--- src/call_return_stack_params.svh ---
// constants for the subroutine return-address stack
`ifndef CALL_RETURN_STACK_PARAMS_SVH
`define CALL_RETURN_STACK_PARAMS_SVH

`define CRS_ADDR_W        12    // full program counter width
`define CRS_ADDR_W_SMALL  11    // smaller-memory variant width
`define CRS_DEPTH         8     // full stack depth
`define CRS_SHALLOW_DEPTH 2     // depth when limited
`define CRS_LIT_W         8     // immediate literal width
`define CRS_PAGE_W        3     // page-select field width
`define CRS_PAGE_LSB      9     // page field position in address
`define CRS_BIT8_VALUE    1'h0  // call target bit 8
`define CRS_REG_RST       8'h00 // reset value of saved registers

`endif

--- src/call_return_stack_pkg.sv ---
// types shared by the subroutine return-address stack
`default_nettype none
package call_return_stack_pkg;

  // return instruction flavour given by the decoder
  typedef enum logic [2:0] {
    return_plain                  = 3'h0,
    return_set_page               = 3'h1,
    return_with_literal           = 3'h2,
    interrupt_return              = 3'h3,
    interrupt_return_adjust_timer = 3'h4
  } ret_kind_type;

endpackage
`default_nettype wire

--- src/call_return_stack.sv ---
// return-address stack and return-instruction effects of the core
`timescale 1ns/1ns
`default_nettype none
`include "call_return_stack_params.svh"

// How it works
// - subroutine return reloads whole program counter
// - resume address ignores page-select bits
// - plain return touches only counter, stack
// - page return copies address bits 11:9
// - literal return loads literal into accumulator
// - interrupt return restores pc, w, status, pointer
// - timer return also adds w to counter
// - call pushes address of following instruction
// - eight-entry lifo, 12 or 11 bits
// - default eight entries, select bit limits to two
// - stack reachable only by call, return
// - no pointer; entries shift each push, pop
// - call writes top, shifts down, drops bottom
// - return pops top, shifts up, bottom kept
// - interrupt entry and returns leave stack alone
// - select bit one gives two entries
// - call target bit 8 zero, literal low
module call_return_stack
  import call_return_stack_pkg::*;
#(
  parameter int ADDR_W = `CRS_ADDR_W,  // 12, or 11 on small variant
  parameter int DEPTH  = `CRS_DEPTH    // full depth
) (
  input  wire logic                    core_clk,
  input  wire logic                    rst_b,
  input  wire logic                    stack_depth_select,
  input  wire logic                    call_req,
  input  wire logic [`CRS_LIT_W-1:0]   call_lit,
  input  wire logic [`CRS_PAGE_W-1:0]  page_select_bits,
  input  wire logic [ADDR_W-1:0]       return_addr,
  input  wire logic                    ret_req,
  input  wire ret_kind_type            ret_kind,
  input  wire logic [`CRS_LIT_W-1:0]   ret_lit,
  input  wire logic                    int_take,
  input  wire logic [ADDR_W-1:0]       int_resume_addr,
  input  wire logic [7:0]              w_in,
  input  wire logic [7:0]              status_in,
  input  wire logic [7:0]              file_select_pointer_in,
  output logic                         pc_load,
  output logic [ADDR_W-1:0]            pc_value,
  output logic                         w_load,
  output logic [7:0]                   w_value,
  output logic                         page_load,
  output logic [`CRS_PAGE_W-1:0]       page_value,
  output logic                         status_load,
  output logic [7:0]                   status_value,
  output logic                         fptr_load,
  output logic [7:0]                   fptr_value,
  output logic                         cnt_add,
  output logic [7:0]                   cnt_add_value
);

  // refuse widths and depths the shifter cannot serve
  if (!(ADDR_W == `CRS_ADDR_W || ADDR_W == `CRS_ADDR_W_SMALL) ||
      DEPTH <= `CRS_SHALLOW_DEPTH) begin : g_bad_params
    $error("call_return_stack: unsupported ADDR_W or DEPTH");
  end

  // whole module state in one record
  typedef struct packed {
    logic [DEPTH-1:0][ADDR_W-1:0] stk;          // entry 0 is top
    logic [ADDR_W-1:0]            sh_pc;        // shadow resume address
    logic [7:0]                   sh_w;         // shadow accumulator
    logic [7:0]                   sh_status;    // shadow status
    logic [7:0]                   sh_fptr;      // shadow file pointer
    logic                         pc_load;
    logic [ADDR_W-1:0]            pc_value;
    logic                         w_load;
    logic [7:0]                   w_value;
    logic                         page_load;
    logic [`CRS_PAGE_W-1:0]       page_value;
    logic                         status_load;
    logic [7:0]                   status_value;
    logic                         fptr_load;
    logic [7:0]                   fptr_value;
    logic                         cnt_add;
    logic [7:0]                   cnt_add_value;
  } state_type;

  state_type st_ff;   // registered state
  state_type nxt_st;  // next state
  int        last_idx; // lowest live entry
  logic [`CRS_ADDR_W-1:0] popped_wide; // top entry at full width

  // active entries: select bit high limits to two
  assign last_idx = stack_depth_select ? (`CRS_SHALLOW_DEPTH - 1)
                                       : (DEPTH - 1);
  assign popped_wide = `CRS_ADDR_W'(st_ff.stk[0]);

  // next-state logic; one operation per instruction
  always_comb begin
    nxt_st             = st_ff;
    nxt_st.pc_load     = 1'h0;
    nxt_st.w_load      = 1'h0;
    nxt_st.page_load   = 1'h0;
    nxt_st.status_load = 1'h0;
    nxt_st.fptr_load   = 1'h0;
    nxt_st.cnt_add     = 1'h0;
    if (call_req) begin
      // push: new top, shift live entries down, bottom lost
      nxt_st.stk[0] = return_addr;
      for (int i = 1; i < DEPTH; i++) begin
        if (i <= last_idx) begin
          nxt_st.stk[i] = st_ff.stk[i-1];
        end
      end
      // target: page bits, bit 8 cleared, literal low
      nxt_st.pc_load  = 1'h1;
      nxt_st.pc_value = ADDR_W'({page_select_bits, `CRS_BIT8_VALUE,
                                 call_lit});
    end else if (ret_req) begin
      unique case (ret_kind)
        return_plain, return_set_page, return_with_literal: begin
          // pop: shift live entries up, lowest live kept
          // loop bound keeps i+1 inside the array
          for (int i = 0; i < DEPTH - 1; i++) begin
            if (i < last_idx) begin
              nxt_st.stk[i] = st_ff.stk[i+1];
            end
          end
          // full address reload, page bits not used
          nxt_st.pc_load  = 1'h1;
          nxt_st.pc_value = st_ff.stk[0];
          if (ret_kind == return_set_page) begin
            nxt_st.page_load  = 1'h1;
            nxt_st.page_value =
              popped_wide[`CRS_PAGE_LSB +: `CRS_PAGE_W];
          end
          if (ret_kind == return_with_literal) begin
            nxt_st.w_load  = 1'h1;
            nxt_st.w_value = ret_lit;
          end
        end
        interrupt_return, interrupt_return_adjust_timer: begin
          // restore from shadow, stack untouched
          nxt_st.pc_load      = 1'h1;
          nxt_st.pc_value     = st_ff.sh_pc;
          nxt_st.w_load       = 1'h1;
          nxt_st.w_value      = st_ff.sh_w;
          nxt_st.status_load  = 1'h1;
          nxt_st.status_value = st_ff.sh_status;
          nxt_st.fptr_load    = 1'h1;
          nxt_st.fptr_value   = st_ff.sh_fptr;
          if (ret_kind == interrupt_return_adjust_timer) begin
            // add current accumulator to the counter
            nxt_st.cnt_add       = 1'h1;
            nxt_st.cnt_add_value = w_in;
          end
        end
        default: begin
          // illegal code: no effect
          nxt_st.pc_load = 1'h0;
        end
      endcase
    end else if (int_take) begin
      // interrupt entry saves shadows, no push
      nxt_st.sh_pc     = int_resume_addr;
      nxt_st.sh_w      = w_in;
      nxt_st.sh_status = status_in;
      nxt_st.sh_fptr   = file_select_pointer_in;
    end
  end

  // state register; stack has no software access port
  always_ff @(posedge core_clk or negedge rst_b) begin
    if (!rst_b) begin
      st_ff <= '0;
    end else begin
      st_ff <= nxt_st;
    end
  end

  // outputs straight from the state register
  assign pc_load        = st_ff.pc_load;
  assign pc_value       = st_ff.pc_value;
  assign w_load         = st_ff.w_load;
  assign w_value        = st_ff.w_value;
  assign page_load      = st_ff.page_load;
  assign page_value     = st_ff.page_value;
  assign status_load    = st_ff.status_load;
  assign status_value   = st_ff.status_value;
  assign fptr_load      = st_ff.fptr_load;
  assign fptr_value     = st_ff.fptr_value;
  assign cnt_add        = st_ff.cnt_add;
  assign cnt_add_value  = st_ff.cnt_add_value;

  // decoded operations for the checks
  logic op_sub_ret; // subroutine return taken
  logic op_int_ret; // interrupt return taken
  assign op_sub_ret = !call_req && ret_req &&
    (ret_kind == return_plain || ret_kind == return_set_page ||
     ret_kind == return_with_literal);
  assign op_int_ret = !call_req && ret_req &&
    (ret_kind == interrupt_return ||
     ret_kind == interrupt_return_adjust_timer);
endmodule
`default_nettype wire

--- config.mk ---
export PLATFORM = sky130hd
export DESIGN_NAME = call_return_stack
export DESIGN_NICKNAME = d
export VERILOG_FILES = /design/src/call_return_stack_pkg.sv /design/src/call_return_stack.sv
export VERILOG_INCLUDE_DIRS = /design/src
export SDC_FILE = /design/constraint.sdc
export NUM_CORES = 1
export LEC_CHECK = 0
export ABC_CLOCK_PERIOD_IN_PS = 1050
export BUFFER_PORTS_ARGS = -buffer_cell sky130_fd_sc_hd__buf_2
export CORE_ASPECT_RATIO = 1.4
export CORE_MARGIN = 10
export CORE_UTILIZATION = 25
export DETAILED_ROUTE_END_ITERATION = 12
export PLACE_DENSITY = 0.54
export SETUP_SLACK_MARGIN = 0.05
export SLEW_MARGIN = 20
export SYNTH_ARGS = -nofsm -noshare
export SYNTH_HDL_FRONTEND = slang
export SYNTH_SLANG_ARGS = --single-unit
--- constraint.sdc ---
create_clock -name core_clk -period 1.05 [get_ports core_clk]
set_input_delay 0.105 -clock core_clk [delete_from_list [all_inputs] [get_ports core_clk]]
set_output_delay 0.105 -clock core_clk [all_outputs]
set_load 0.01 [all_outputs]
# Word-level counts from Yosys, hierarchy flattened
# Cells that the tools add are included.
[classes]
order_cmp = 14
eq_ne = 11
n_mux = 27
bitwise = 2
n_reduce_logical = 29
[ops]
columns = ["op", "n"]
rows = [
  ["$mux W84", 3],
  ["$mux W12", 13],
  ["$mux W53", 1],
  ["$pmux W21 S2", 1],
  ["$mux W40", 1],
  ["$reduce_and A4 Y1", 9],
  ["$mux W27", 1],
  ["$reduce_bool A2 Y1", 10],
  ["$mux W9", 2],
  ["$mux W13", 1],
  ["$le A3 B3 Y1 const A", 4],
  ["$ne A2 B1 Y1 const B", 6],
  ["$lt A3 B3 Y1 const A", 3],
  ["$reduce_and A3 Y1", 3],
  ["$mux W4", 2],
  ["$eq A3 B2 Y1 const B", 2],
  ["$le A2 B3 Y1 const A", 2],
  ["$lt A1 B3 Y1 const A", 2],
  ["$lt A2 B3 Y1 const A", 2],
  ["$reduce_or A5 Y1", 1],
  ["$reduce_and A2 Y1", 2],
  ["$eq A3 B1 Y1 const B", 1],
  ["$eq A3 B3 Y1 const B", 1],
  ["$le A1 B3 Y1 const A", 1],
  ["8 further kinds", 9],
]
[totals]
regBits = 185
in_bits = 76
out_inout_bits = 53
word_cells = 107

# Longest topological paths before layout
[logic_depth]
depth_word = 6
ltp_mapped = 6

# Worst setup path before layout
# OpenSTA, ideal clock, no wires.
[synth_path]
path_type = "input-to-reg"
start = "in ret_kind[0]"
end = "reg st_ff, in the netlist fptr_value[6]"
setup_time_ns = 0.127
arrival_ns = 1.235
t_required_ns = 0.923
path_slack_ns = -0.312
path_stages = 5
n_path_buf = 2
cell_sequence = "or3b_4 a21oi_2 buf_4 buf_6 mux2_1"
[synth_between]
elab_chain_len = 3
elab_cells_between_ends = 4
[synth_rtl]
columns = ["element", "line", "rtl"]
rows = [
  ["start, declared", "call_return_stack.sv:38", "input wire ret_kind_type ret_kind,"],
  ["$eq A3 B3 Y1 or $eq A3 B2 Y1 (tied branches)", "call_return_stack.sv:118", "unique case (ret_kind)"],
  ["$reduce_or A2 Y1 *", "n/a", ""],
  ["$reduce_and A3 Y1 (no source line) *", "n/a", ""],
  ["end signal, assigned", "call_return_stack.sv:175", "st_ff <= nxt_st;"],
  ["end, declared", "call_return_stack.sv:86", "state_type st_ff;"],
]
# Mark *: on every way between the ends. The rest lies on a longest branch, timed or not.
# A chain may end at the register's enable or synchronous reset.

# Worst setup path in the final report
[layout_path]
start = "reg st_ff, in the netlist page_value[0]"
end = "out page_value[0]"
[layout_rtl]
columns = ["element", "line", "rtl"]
rows = [
  ["end, declared", "call_return_stack.sv:50", "output logic [`CRS_PAGE_W-1:0] page_value,"],
]
# No word-level cell between the ends.

==> metrics.md <==
| Metric | Value |
|---|---|
| Run status | finished with violations |
| Failing checks | setup timing |
| Hold path startpoint | return_addr[2] |
| First-pass GRT wire length | 33900 um |
| Area of the multi-input gates | roughly 0.0033 sq mm |
| Worst-path cell chain | buf_2 |
| Core Region | 0.0325 sq mm |
| Min-delay worst type | input port to flip-flop |
| Global-route usage over all layers | 0.102 |
| CP Buf/Inv Count | 1 |
| Hold depth | 3 |
| Cells after Synth | 706 |
| Final setup fails | 58 |
| Reg2Reg Depth | 3 |
| Netlist Area Pre-Place | 0.00827 sq mm |
| Clock Skew | 0.00838 ns |
| Critical Path Source | page_value[0] |
| Die height | 235 um |
| Yosys top cell area share | 0.557 |
| Routed via count | 5999 |
| Layout area overhead | 38.9% |
| Maxcap violations | 0 |
| Syn_nets | roughly 780 |
| Worst slew margin | 0.608 |
| Sequential area share after synthesis | 0.557 |
| Worst-Skew Late Latency | roughly 0.45 ns |
| Nets | 977 |
| Max VDD drop | 1080 uV |
| Placed Area | between 0.009 and 0.01 sq mm |
| Vias per cell | ~4.4 |
| Leak pwr | 5.34 nW |
| Pre-antenna DRT Iters | 7 |
| CTS H-Tree Depth | 4 |
| Power per cell area | 1820 mW/mm^2 |
| Ant diodes | 0 |
| Largest net degree at the start of global routing | 60 |
| Worst r2r src | cnt_add_value[4] |
| Max Slew Vio Count | 0 |
| Avg Inst Size Synth | 11.7 sq um |
| CTS Buf Count | 17 |
| Finished Cell Area | 0.0115 sq mm |
| CTS tree | built |
| Count of unique library cells instantiated by Yosys | 31 |
| Top area cells in the synthesized netlist | dfrtp_1, mux2i_1, mux2_2 |
| Cell at the slowest stage of the critical path | dfrtp_1 |
| DP HPWL | 14200 um |
| Setup slack at placement | -0.452 ns |
| Clock-pin slew on the worst setup and hold paths | approximately 0.070 ns |
| Fin Hold WS | 0.0293 ns |
| Critical path class | flip-flop to output port |
| Utilization after layout | 0.354 |
| Drt total wl | 21800 um |
| Worst slew pin tran | 0.586 ns |
| FF+latch area | 0.00460 sq mm |
| Ratio of cells with drive above 1 in the final layout | 0.357 |
| Initial Utilization | 0.255 |
| Final worst slack | -0.0634 ns |
| Fmax | 898 MHz |
| Die extent in x | 174 um |
| Critical Path Source Type | flip-flop |
| IO Count | roughly 130 |
| Final Cycle Share | 1.06 |
| CTS root buffer | clkbuf_16 |
| Req. time, crit path | 0.94 ns |
| DRT iter0 DRCs | 502 |
| Antenna violations before repair | 0 |
| Detail Route Antenna Nets | 0 |
| Leading area contributor after synthesis | dfrtp_1 |
| Critical path depth | 1 |
| Gr ovfl total | 0 |
| Final min period | 1.11 ns |
| CP peak stage delay | 0.41 ns |
| Max clock buf depth | 2 |
| DRC | 0 |
| GPL Wtd Cong | approximately 0.7 |
| Ys Warns | 0 |
| Vias in the first global route | between 6000 and 7000 |
| RSZ-0062 raised after global routing | true |
| Standard-cell rows | 78 |
| CP endpoint kind | output port |
| Seq cells post-synth | 184 |
| Avg WL per Cell | ~16 um |
| CP Data Arrival Time | 1.01 ns |
| Final Hold Fails | 0 |
| Fillers | 3127 |
| IO Port Bufs | 128 |
| TNS Setup | -1.43 ns |
| Crit path max-delay family | flip-flops |
| Die ar. | 0.0409 sq mm |
| Crit path max fanout | 2 |
| Total clock sinks | ~180 |
-- layout by cell type, fill, tap and decap left out, drive strengths merged --
| cell | netlist | final |
|---|---|---|
| o211ai | 12 | 12 |
| nand3b | 1 | 1 |
| nor3b | 2 | 2 |
| dfrtp | 184 | 184 |
| a21oi | 13 | 13 |
| o21ai | 153 | 153 |
| dlygate4sd3 | 0 | 64 |
| inv | 4 | 6 |
| nand2b | 3 | 3 |
| nor2b | 1 | 1 |
| mux2i | 72 | 72 |
| or4b | 1 | 1 |
| nor2 | 13 | 13 |
| a22oi | 9 | 9 |
| mux2 | 75 | 75 |
| or2 | 2 | 2 |
| a222oi | 11 | 11 |
| clkinv | 0 | 7 |
| a21o | 2 | 2 |
| nand2 | 46 | 46 |
| buf | 84 | 207 |
| or3b | 1 | 1 |
| a31oi | 1 | 1 |
| bufinv | 0 | 5 |
| nor4b | 1 | 1 |
| clkbuf | 15 | 22 |
-- area by class of cell --
type                    instances  share of cell area
flip-flops and latches        184               0.401
clock inverters                14              0.0193
repair buffers                275               0.208
inverters                       4             0.00131
multi-input cells             419               0.286
clock buffers                  18              0.0374
well taps                     440              0.0479
-- tightest hold or removal path: stages --
cell     delay, ns
buf_2         0.12
mux2i_1       0.08
o21ai_0       0.14
-- worst paths after layout --
check,slack (ns),endpoint
max in group asynchronous,0.36,st_ff[125]
min in group asynchronous,0.16,st_ff[164]
worst max register to register,0.04,cnt_add_value[4]
worst max-delay path,-0.06,page_value[0]
worst min register to register,0.48,w_value[1]
worst min-delay path,0.03,popped_wide[2]
-- per-stage QoR --
stage	total power, mW	instances
final	20.9	1354
after global placement	12.8	1223
after detailed placement	12.9	1223
after global routing	21.9	1354
after CTS	20.5	1335
after floorplan	11.9	706
-- repair_timing --
action,4_1_cts,5_1_grt
pin swaps,0,10
hold endpoints to repair,255,0
hold buffers,64,0
setup buffers,16,17
gates cloned,0,4
resized for setup,16,38
endpoints found under the setup margin,61,83
-- sequential cells by signal, summed over array words and instances, names as in the netlist, 3 cells and up --
| register | count |
|---|---|
| st_ff | 120 |
| pc_value | 12 |
| popped_wide | 12 |
| cnt_add_value | 8 |
| fptr_value | 8 |
| status_value | 8 |
| w_value | 8 |
| page_value | 3 |
-- metal layers --
metal	track usage	wire, um	up-vias	share of wire
met5	0	0	-	0
met4	0.0381	328	0	0.015
met3	0.0257	805	18	0.037
met2	0.163	10500	119	0.48
met1	0.131	10100	2994	0.46
li1	-	-	2868	-
-- cells in the mapped netlist (all sizes together) --
library cell,n
a222oi,11
a31oi,1
nand2b,3
a22oi,9
buf,84
nor2,13
nor4b,1
or3b,1
a21o,2
or4b,1
inv,4
mux2,75
clkbuf,15
nor3b,2
nand2,46
o211ai,12
dfrtp,184
o21ai,153
or2,2
a21oi,13
mux2i,72
nor2b,1
nand3b,1
-- report_power, final --
part | leakage [nW] | internal [mW] | switching [mW]
clock | 0.319 | 4.25 | 2.86
sequential | 2.37 | 8.43 | 0.939
combinational | 2.65 | 2.62 | 1.77
total | 5.34 | 15.3 | 5.57
-- cell families (layout without fill, tap and decap cells) --
group / count (synthesis) / in the layout / synth area share
flops: 184 / 184 / 0.557
compound gates: 201 / 201 / 0.138
simple gates: 71 / 71 / 0.0377
buf+inv: 103 / 311 / 0.0752
mux: 147 / 147 / 0.193
Note: power is estimated with default switching activity, not from simulation.
